`config.mk`:
```
export PLATFORM = sky130hd
export DESIGN_NAME = swm_master
export DESIGN_NICKNAME = d
export VERILOG_FILES = /design/src/hdl/swm_pkg.sv /design/src/hdl/swm_master.sv /design/src/hdl/swm_fifo.sv
export SDC_FILE = /design/constraint.sdc
export NUM_CORES = 1
export LEC_CHECK = 0
export ABC_CLOCK_PERIOD_IN_PS = 4900
export BUFFER_PORTS_ARGS = -buffer_cell sky130_fd_sc_hd__buf_2
export CAP_MARGIN = 20
export CORE_UTILIZATION = 47
export DETAILED_ROUTE_END_ITERATION = 12
export GPL_TIMING_DRIVEN = 0
export PLACE_DENSITY = 0.64
export SLEW_MARGIN = 20
export SYNTH_ARGS = -nofsm -noshare
export SYNTH_HDL_FRONTEND = slang
export SYNTH_SLANG_ARGS = --single-unit
```
`constraint.sdc`:
```
create_clock -name clk -period 4.9 [get_ports clk]
set_input_delay 0.49 -clock clk [delete_from_list [all_inputs] [get_ports clk]]
set_output_delay 0.49 -clock clk [all_outputs]
set_load 0.05 [all_outputs]
```
`src/hdl/swm_pkg.sv`:
```
// Purpose: Constants for the single-wire push-pull master frame engine.
// Assumes: 20 MHz system clock; time slots of 16 divider ticks each.
// Notes: Every offset, reset value and timing count is named once here.
//
// Contract
// RULE_01 - Frame opens: start, sync, data, address.
// RULE_02 - Start is three dominant low slots.
// RULE_03 - Push sync is biphase zero.
// RULE_04 - Five data bits, then three address bits.
// RULE_05 - Data low five bits, address high three.
// RULE_06 - Pull sync biphase one after address.
// RULE_07 - NRZ pull bits land in receive byte.
// RULE_08 - Slave ends good frame with square wave.
// RULE_09 - Biphase-L: zero high-low, one low-high.
// RULE_10 - Success needs mixed code plus square wave.
// RULE_11 - All ones plus steady high is error.
// RULE_12 - Slave flags noise on disagreeing samples.
// RULE_13 - Slave flags biphase error on equal halves.
// RULE_14 - Slave flags field error on bad format.
// RULE_15 - Monitor bus while pushing, detect mismatches.
// RULE_16 - Push bit error sets noise flag.
// RULE_17 - Slaves disable after eight low slots.
// RULE_18 - Low dominant, high recessive, low wins.
// RULE_19 - Slot clock is master clock divided sixteen.
// RULE_20 - Slave answers pull without further request.
// RULE_21 - Mode enable selects single-wire behaviour.
// RULE_22 - Send break drives low twenty slots.
// RULE_23 - Byte written while idle queues frame.
package swm_pkg;

  // Divider ticks per time slot.
  localparam int unsigned SWM_TICKS_PER_SLOT = 16;
  // Dominant slots forming the start.
  localparam int unsigned SWM_START_SLOTS    = 3;
  // Push data and address widths.
  localparam int unsigned SWM_DATA_BITS      = 5;
  localparam int unsigned SWM_ADDR_BITS      = 3;
  // Push bits after the sync bit.
  localparam int unsigned SWM_PUSH_BITS      = 8;
  // Pull status bits returned by the slave.
  localparam int unsigned SWM_PULL_BITS      = 3;
  // End-of-frame watch length in slots.
  localparam int unsigned SWM_EOF_SLOTS      = 8;
  // Break length in slots.
  localparam int unsigned SWM_BREAK_SLOTS    = 20;
  // Reset value of the baud prescaler count.
  localparam logic [12:0] SWM_BAUD_RST       = 13'h0001;
  // Pull code values that mark a failed frame.
  localparam logic [2:0]  SWM_CODE_ONES      = 3'h7;
  localparam logic [2:0]  SWM_CODE_ZEROS     = 3'h0;
  // Fixed pattern around the pull code in the receive byte.
  localparam logic [7:0]  SWM_RX_FRAME_BITS  = 8'h51;

  // Frame engine states, one-hot.
  typedef enum logic [6:0] {
    SWM_IDLE  = 7'h01,
    SWM_START = 7'h02,
    SWM_PUSH  = 7'h04,
    SWM_PSYNC = 7'h08,
    SWM_PULL  = 7'h10,
    SWM_EOF   = 7'h20,
    SWM_BRK   = 7'h40
  } swm_state_t;

endpackage

```
`src/hdl/swm_master.sv`:
```
// Purpose: Master frame engine for a single-wire push-pull bus.
// Assumes: Bus pin is open drain; a low from anyone wins on the wire.
// Notes: Push bytes queue in a FIFO; each byte becomes one whole frame.
`timescale 1ns/10ps
`default_nettype none
module swm_master
  import swm_pkg::*;
#(
  parameter int unsigned FIFO_DEPTH = 16
)
(
  input  wire logic        clk,
  input  wire logic        srst,
  input  wire logic        single_wire_mode_enable,
  input  wire logic [12:0] baud_divisor,
  input  wire logic        send_break_bit,
  input  wire logic [7:0]  tx_byte,
  input  wire logic        tx_valid,
  output logic             tx_ready,
  input  wire logic        bus_receive_pin,
  output logic             bus_tx_out,
  output logic             bus_tx_oe,
  output logic [7:0]       frame_data_low_byte,
  output logic             rx_done,
  output logic             frame_ok,
  output logic             bus_error,
  output logic             noise_error_flag,
  input  wire logic        noise_clear,
  output logic             busy
);

  // Two-stage synchroniser on the bus receive pin.
  logic       rx_s1_q;
  logic       rx_s2_q;
  // Slot divider: baud prescaler then sixteen ticks.
  logic [12:0] pre_q;
  logic [3:0]  tick_q;
  wire         tick_w;
  wire         slot_end_w;
  wire         slot_mid_w;
  // Engine state and counters.
  swm_state_t  st_q;
  logic [4:0]  cnt_q;
  logic        half_q;
  logic [7:0]  sh_q;
  logic [2:0]  code_q;
  logic        last_q;
  logic        toggled_q;
  logic        stuck_q;
  logic        line_q;
  // FIFO output.
  logic [7:0]  fifo_data;
  logic        fifo_valid;
  wire         fifo_pop;
  wire         push_bit_w;
  wire         mismatch_w;

  swm_fifo #(
    .WIDTH (8),
    .DEPTH (FIFO_DEPTH)
  ) u_fifo (
    .clk       (clk),
    .srst      (srst),
    .in_data   (tx_byte),
    .in_valid  (tx_valid),
    .in_ready  (tx_ready),
    .out_data  (fifo_data),
    .out_valid (fifo_valid),
    .out_ready (fifo_pop)
  );

  // Synchronise the monitored bus level.
  always_ff @(posedge clk)
  begin
    if (srst)
    begin
      rx_s1_q <= 1'b1;
      rx_s2_q <= 1'b1;
    end
    else
    begin
      rx_s1_q <= bus_receive_pin;
      rx_s2_q <= rx_s1_q;
    end
  end

  // RULE_19 slot divider chain
  // Prescaler by the divisor, then sixteen ticks make one slot.
  assign tick_w     = (pre_q == 13'h0001) || (pre_q == 13'h0000);
  assign slot_end_w = tick_w && (tick_q == 4'(SWM_TICKS_PER_SLOT - 1));
  assign slot_mid_w = tick_w && (tick_q == 4'(SWM_TICKS_PER_SLOT / 2));

  // Divider counts only while a frame or break runs; idle reloads the divisor.
  // Loading the divisor in idle keeps the first slot as long as the others.
  always_ff @(posedge clk)
  begin
    if (srst || st_q == SWM_IDLE)
    begin
      pre_q  <= srst ? SWM_BAUD_RST : baud_divisor;
      tick_q <= '0;
    end
    else if (tick_w)
    begin
      pre_q  <= baud_divisor;
      tick_q <= tick_q + 4'h1;
    end
    else
      pre_q <= pre_q - 13'h0001;
  end

  // RULE_23 idle byte starts frame
  // RULE_21 mode enable gates engine
  assign fifo_pop = (st_q == SWM_IDLE) && single_wire_mode_enable && !send_break_bit;

  // RULE_09 biphase-L halves
  // Zero is high then low; one is low then high; sync is a zero.
  assign push_bit_w = (cnt_q == 5'h00) ? 1'b0 : sh_q[0];

  // RULE_15 monitor pushed bits
  assign mismatch_w = slot_mid_w && (st_q == SWM_PUSH || st_q == SWM_PSYNC)
                      && (rx_s2_q != line_q);

  // Line level driven by the engine; low is dominant.
  always_comb
  begin
    case (st_q)
      // RULE_02 dominant start slots
      SWM_START: line_q = 1'b0;
      // RULE_03 sync and bits
      SWM_PUSH:  line_q = half_q ? push_bit_w : !push_bit_w;
      // RULE_06 pull sync one
      SWM_PSYNC: line_q = half_q;
      // RULE_22 break holds low
      SWM_BRK:   line_q = 1'b0;
      default:   line_q = 1'b1;
    endcase
  end

  // RULE_18 open drain drive
  // Only a low is driven; the high level comes from the pull-up.
  assign bus_tx_out = 1'b0;
  assign bus_tx_oe  = !line_q;
  assign busy       = (st_q != SWM_IDLE);

  // Frame sequencing.
  always_ff @(posedge clk)
  begin
    if (srst)
    begin
      st_q   <= SWM_IDLE;
      cnt_q  <= '0;
      half_q <= 1'b0;
      sh_q   <= '0;
    end
    else
    begin
      case (st_q)
        SWM_IDLE:
        begin
          cnt_q  <= '0;
          half_q <= 1'b0;
          if (send_break_bit && single_wire_mode_enable)
            st_q <= SWM_BRK;
          else if (fifo_pop && fifo_valid)
          begin
            // RULE_05 data low, address high
            // RULE_01 frame opens with start
            sh_q <= fifo_data;
            st_q <= SWM_START;
          end
        end
        SWM_START:
          if (slot_end_w)
          begin
            if (cnt_q == 5'(SWM_START_SLOTS - 1))
            begin
              cnt_q <= '0;
              st_q  <= SWM_PUSH;
            end
            else
              cnt_q <= cnt_q + 5'h01;
          end
        SWM_PUSH:
          if (slot_end_w)
          begin
            half_q <= !half_q;
            if (half_q)
            begin
              // RULE_04 five data three address
              if (cnt_q != 5'h00)
                sh_q <= {1'b0, sh_q[7:1]};
              if (cnt_q == 5'(SWM_PUSH_BITS))
              begin
                cnt_q <= '0;
                st_q  <= SWM_PSYNC;
              end
              else
                cnt_q <= cnt_q + 5'h01;
            end
          end
        SWM_PSYNC:
          if (slot_end_w)
          begin
            half_q <= !half_q;
            if (half_q)
              st_q <= SWM_PULL;
          end
        SWM_PULL:
          if (slot_end_w)
          begin
            if (cnt_q == 5'(SWM_PULL_BITS - 1))
            begin
              cnt_q <= '0;
              st_q  <= SWM_EOF;
            end
            else
              cnt_q <= cnt_q + 5'h01;
          end
        SWM_EOF:
          if (slot_end_w)
          begin
            if (cnt_q == 5'(SWM_EOF_SLOTS - 1))
              st_q <= SWM_IDLE;
            else
              cnt_q <= cnt_q + 5'h01;
          end
        SWM_BRK:
          if (slot_end_w)
          begin
            if (cnt_q == 5'(SWM_BREAK_SLOTS - 1))
              st_q <= SWM_IDLE;
            else
              cnt_q <= cnt_q + 5'h01;
          end
        default: st_q <= SWM_IDLE;
      endcase
    end
  end

  // Pull sampling and end-of-frame watch, sampled mid slot.
  always_ff @(posedge clk)
  begin
    if (srst)
    begin
      code_q    <= '0;
      last_q    <= 1'b1;
      toggled_q <= 1'b0;
      stuck_q   <= 1'b1;
    end
    else if (st_q == SWM_PSYNC)
    begin
      toggled_q <= 1'b0;
      stuck_q   <= 1'b1;
    end
    else if (slot_mid_w && st_q == SWM_PULL)
    begin
      // RULE_07 shift NRZ pull bits
      code_q <= {code_q[1:0], rx_s2_q};
      last_q <= rx_s2_q;
    end
    else if (slot_mid_w && st_q == SWM_EOF)
    begin
      last_q <= rx_s2_q;
      // Square wave at push bit rate: level alternates every slot, checked at odd slots.
      if (cnt_q[0] && rx_s2_q != last_q)
        toggled_q <= 1'b1;
      if (!rx_s2_q)
        stuck_q <= 1'b0;
    end
  end

  wire frame_end_w = (st_q == SWM_EOF) && slot_end_w
                     && (cnt_q == 5'(SWM_EOF_SLOTS - 1));

  // Frame result and receive byte.
  always_ff @(posedge clk)
  begin
    if (srst)
    begin
      frame_data_low_byte <= '0;
      rx_done             <= 1'b0;
      frame_ok            <= 1'b0;
      bus_error           <= 1'b0;
    end
    else
    begin
      rx_done <= frame_end_w;
      if (frame_end_w)
      begin
        // RULE_07 code into receive byte
        frame_data_low_byte <= SWM_RX_FRAME_BITS | {4'h0, code_q, 1'b0};
        // RULE_10 valid frame check
        frame_ok  <= (code_q != SWM_CODE_ONES) && (code_q != SWM_CODE_ZEROS)
                     && toggled_q;
        // RULE_11 error pattern check
        bus_error <= (code_q == SWM_CODE_ONES) && stuck_q;
      end
    end
  end

  // RULE_16 sticky noise flag
  // A new error in the clearing cycle wins over the clear.
  always_ff @(posedge clk)
  begin
    if (srst)
      noise_error_flag <= 1'b0;
    else if (mismatch_w)
      noise_error_flag <= 1'b1;
    else if (noise_clear)
      noise_error_flag <= 1'b0;
  end

  // RULE_16 mismatch sets flag
  a_noise_set: assert property (@(posedge clk) disable iff (srst) // RULE_16
    mismatch_w |=> noise_error_flag)
    else $error("noise flag not set after bit error");

  a_start_low: assert property (@(posedge clk) disable iff (srst) // RULE_02
    (st_q == SWM_START) |-> bus_tx_oe)
    else $error("start slot not dominant");

  a_start_entry: assert property (@(posedge clk) disable iff (srst) // RULE_01
    (st_q == SWM_PUSH && $past(st_q) != SWM_PUSH) |->
    ($past(st_q) == SWM_START))
    else $error("push entered without start");

  a_push_order: assert property (@(posedge clk) disable iff (srst) // RULE_04
    (st_q == SWM_PUSH && $past(st_q) == SWM_START) |-> cnt_q == 5'h00 && !half_q)
    else $error("push did not begin at sync bit");

  a_psync_one: assert property (@(posedge clk) disable iff (srst) // RULE_06
    (st_q == SWM_PSYNC) |-> (bus_tx_oe == !half_q))
    else $error("pull sync not a biphase one");

  a_psync_entry: assert property (@(posedge clk) disable iff (srst) // RULE_06
    (st_q == SWM_PSYNC && $past(st_q) == SWM_PUSH) |->
    (!half_q && $past(cnt_q) == 5'(SWM_PUSH_BITS)))
    else $error("pull sync not right after last address bit");

  a_biphase_halves: assert property (@(posedge clk) disable iff (srst) // RULE_09
    (st_q == SWM_PUSH && cnt_q == 5'h00) |-> (bus_tx_oe == half_q))
    else $error("push sync not a biphase zero");

  a_ok_exclusive: assert property (@(posedge clk) disable iff (srst) // RULE_10
    rx_done |-> !(frame_ok && bus_error))
    else $error("frame both good and failed");

  a_break_low: assert property (@(posedge clk) disable iff (srst) // RULE_22
    (st_q == SWM_BRK) |-> bus_tx_oe && busy)
    else $error("break not driving low");

  a_code_reject: assert property (@(posedge clk) disable iff (srst) // RULE_11
    (frame_end_w && code_q == SWM_CODE_ONES) |=> !frame_ok)
    else $error("all-ones code accepted");

  c_frame_ok:  cover property (@(posedge clk) rx_done && frame_ok);
  c_bus_error: cover property (@(posedge clk) rx_done && bus_error);
  c_break:     cover property (@(posedge clk) st_q == SWM_BRK);
  c_noise:     cover property (@(posedge clk) mismatch_w);

endmodule
`default_nettype wire

```
`src/hdl/swm_fifo.sv`:
```
// Purpose: Small valid/ready FIFO carrying push bytes into the engine.
// Assumes: One clock, synchronous active-high reset.
// Notes: Depth must be a power of two.
`timescale 1ns/10ps
`default_nettype none
module swm_fifo
  import swm_pkg::*;
#(
  parameter int unsigned WIDTH = 8,
  parameter int unsigned DEPTH = 16
)
(
  input  wire logic             clk,
  input  wire logic             srst,
  input  wire logic [WIDTH-1:0] in_data,
  input  wire logic             in_valid,
  output logic                  in_ready,
  output logic [WIDTH-1:0]      out_data,
  output logic                  out_valid,
  input  wire logic             out_ready
);

  localparam int unsigned AW = $clog2(DEPTH);

  // Storage array and pointers with one extra wrap bit.
  logic [WIDTH-1:0] mem_q [DEPTH];
  logic [AW:0]      wr_q;
  logic [AW:0]      rd_q;
  wire              push_w;
  wire              pop_w;

  // Full when pointers differ only in the wrap bit.
  assign in_ready  = !((wr_q[AW] != rd_q[AW]) && (wr_q[AW-1:0] == rd_q[AW-1:0]));
  assign out_valid = (wr_q != rd_q);
  assign out_data  = mem_q[rd_q[AW-1:0]];
  assign push_w    = in_valid && in_ready;
  assign pop_w     = out_valid && out_ready;

  // Pointer update.
  always_ff @(posedge clk)
  begin
    if (srst)
    begin
      wr_q <= '0;
      rd_q <= '0;
    end
    else
    begin
      if (push_w)
        wr_q <= wr_q + 1'b1;
      if (pop_w)
        rd_q <= rd_q + 1'b1;
    end
  end

  // Data array write; not reset since contents only matter once valid.
  always_ff @(posedge clk)
  begin
    if (push_w)
      mem_q[wr_q[AW-1:0]] <= in_data;
  end

endmodule
`default_nettype wire

```
==> metrics <==
crit-path cells buf_6 > or4_4 > or3_1 > buf_6 > o21ai_1 > o2bb2ai_1 > inv_1 > buf_2; Hold EP rx_s1_q; Starting DRT DRC Count 359; RSZ-0062 raised after global routing no; worst skew pair latency 0.44 ns; clock buffer depth 2; Sequential Area 5200 µm²; grt ovf 0; Total Neg Setup Slack 0 ns; Post-CTS Resized 0; routed via count 5210; core region area 17400 µm²; post-placement cell count 886; Die Area 18500 µm²; status completed; Peak VDD IR 0.000402 V; CP startpoint kind register; Post-synth ARST share 0%; Final Non-Filler Cells 917; CP max stage delay 0.58 ns; Data arrival, critical path 2.60 ns; fraction of layout cells with a size suffix above 1 20.8%; # setup viols final 0; final wirelength 17800 µm; final worst-path cycle share 63.0%; DRC violation count after routing 0; global placement routability congestion 0.858; Max-slew headroom 37.6%; Global Route Usage Sum 20.5%; data required time of the worst path 4.41 ns; Hold Path Depth 2; Post-CTS Setup Bufs 0; f_max 324 MHz; worst reg2reg path depth 6; minimum clock period 3.09 ns; Die H 136 µm; Final Slew Violations 0; CP max stage cell or4_4; Final ANT Viol Nets 0; Util after Layout 54.7%; Hold Crit Class in -> reg; vias per inst 5.68; num rows 48; chip width 136 µm; Hold Violations, Final 0; Leakage 3.26 nW; reg-to-reg endpoint u_fifo.mem_q[4][5]; Antenna Cells 0; Fill cells 1432; RR Startpoint u_fifo.wr_q[3]; R2R Setup Slk 1.84 ns; critical path class reg -> out; hold wc startpoint bus_receive_pin; Clock Sinks 196; io pins 44; initial antenna violation count 0; HPWL after DPL 12200 µm; fin nets 721; critical-path maximum fanout 10; synthesized instance count 615; TritonRoute pass-1 iters 5; worst slew pin tran 0.933 ns; Most used DFF post-synth edfxtp_1; clk_skew 0.0154 ns; FF+latch count, synth 196; Mean Syn Cell Area 13.7 µm²; MaxCap Viol Count 0; vias in the first global route 5116; Netlist cell types 63; Initial Utilization 48.3%; buffers added on ports 40; CTS tree built; CTS H-Tree Depth 4; synthesized area 8420 µm²; area of the multi-input gates 3010 µm²; EDFF count, synth 128; WL/cell 19.4 µm; largest net degree at the start of global routing 20; most frequent CP cell buf_6; register area share after synthesis 61.8%; worst setup margin 1.81 ns; Ys Warns 0; clk root buf clkbuf_16; PwrDens 377 nW/µm²; CP Capture Type output pin; Hold Buf Count CTS 0; first-pass GRT wire length 27600 µm; clock transition at the registers of the reported paths 0.07 ns; dpl ws 1.81 ns; CTS Buf Count 17; Area growth, synth to finish 13.2%
==> cell usage in the layout (no fill, tap or decap), types with 17 or more instances in the layout <==
cell,count
xor2_1,23
clkbuf_1,22
clkbuf_16,17
mux4_2,40
dfxtp_1,68
edfxtp_1,128
buf_2,46
a21oi_1,17
nor2_1,72
nand2_1,43
==> worst max path at each step <==
stage	endpoint	slack, ns	from
global route	u_fifo.mem_q[9][7]	1.53	u_fifo.wr_q[3]
CTS	u_fifo.mem_q[4][2]	1.79	u_fifo.wr_q[3]
detailed placement	u_fifo.mem_q[9][6]	1.81	u_fifo.wr_q[3]
global placement	u_fifo.mem_q[3][5]	1.41	u_fifo.wr_q[3]
floorplan	u_fifo.mem_q[3][0]	2.40	u_fifo.wr_q[3]
finish	bus_tx_oe	1.81	st_q[4]
==> worst max-delay path, delay by kind of cell, from the launching register on <==
| kind | cells | cell delay, ns |
|---|---|---|
| buf+inv | 4 | 0.56 |
| flops | 1 | 0.31 |
| compound gates | 2 | 0.33 |
| simple gates | 2 | 0.97 |
==> synthesized netlist by cell type, types with 2 or more instances <==
master     count  area share, %
xnor2_1        9           0.94
a21o_1         3           0.27
nor3_1        14           0.83
nor4bb_1       3           0.36
a31oi_1        3           0.22
or4b_2         2           0.24
edfxtp_1     128             46
nor3_2         2           0.24
ha_1          13            1.9
nand4_1        8           0.59
nand2_1       43            1.9
nor4b_1        4           0.42
a311oi_1       8           0.83
nor2b_1        4           0.30
o31ai_1        2           0.18
buf_6          2           0.27
clkbuf_1      22           0.98
or3_1          8           0.59
mux2i_1        9            1.1
a221o_1        2           0.24
nand3b_1       3           0.27
nor2_1        72            3.2
inv_1         16           0.71
and4_1         2           0.21
o21ai_1        2           0.12
nor4_1         5           0.37
a21oi_1       17            1.0
or2_2          2           0.15
mux4_2        40             11
buf_2          6           0.36
dfxtp_1       68             16
xor2_1        23            2.4
a211o_1        3           0.31
nand3_1       11           0.65
a2bb2oi_1      2           0.21
nand2b_1       6           0.45
a211oi_1      11           0.98
buf_4          5           0.45
o21ai_0        8           0.48
==> per-stage QoR <==
| stage | power (W) | hold slack [ns] | instance area [µm²] |
|---|---|---|---|
| floorplan | 0.00217 | 0.389 | 8430 |
| global placement | 0.00227 | 0.401 | 8910 |
| detailed placement | 0.00229 | 0.394 | 8960 |
| CTS | 0.00362 | 0.242 | 9530 |
| global route | 0.00373 | 0.237 | 9530 |
| finish | 0.00359 | 0.258 | 9530 |
==> state kept, by name (all words and copies together), names as in the netlist, 3 cells and up, named ones only <==
name,cells
u_fifo.wr_q,5
u_fifo.mem_q,128
cnt_q,5
frame_data_low_byte,4
code_q,3
tick_q,4
st_q,7
sh_q,8
u_fifo.rd_q,5
pre_q,13
==> cells by family (layout without fill, tap and decap cells) <==
family / after synthesis / after routing / share of synthesized area, %
flip-flops: 196 / 196 / 61.8
AND/OR/NAND/NOR: 196 / 196 / 11.5
AO/OA/AOI/OAI: 75 / 75 / 6.75
buffers and inverters: 53 / 128 / 2.85
multiplexers: 49 / 49 / 11.8
XOR/XNOR: 32 / 32 / 3.33
adder cells (fa/ha/maj): 13 / 13 / 1.93
other: 1 / 3 / 0.0445
==> power by group <==
group | internal (W) | switching (W)
Sequential | 0.00181 | 0.0000392
Combinational | 0.000155 | 0.000256
Clock | 0.000674 | 0.000660
==> cell type report <==
cell class | count | area share [%]
multi-input combinational | 368 | 31.6
sequential | 196 | 54.6
tap | 225 | 2.95
timing repair buffer | 44 | 2.42
clock buffer | 17 | 4.46
clock inverter | 14 | 1.50
inverter | 17 | 0.669
buffer | 36 | 1.85
==> routing by layer <==
metal  wire length [µm]  global-route usage [%]  vias to the layer above
li1                   -                       -                     2444
met1               7830                    26.1                     2581
met2               8830                    34.5                      161
met3                837                    4.44                       24
met4                266                    7.43                        0
met5                  0                       0                        -
(Power assumes the default switching activity.)
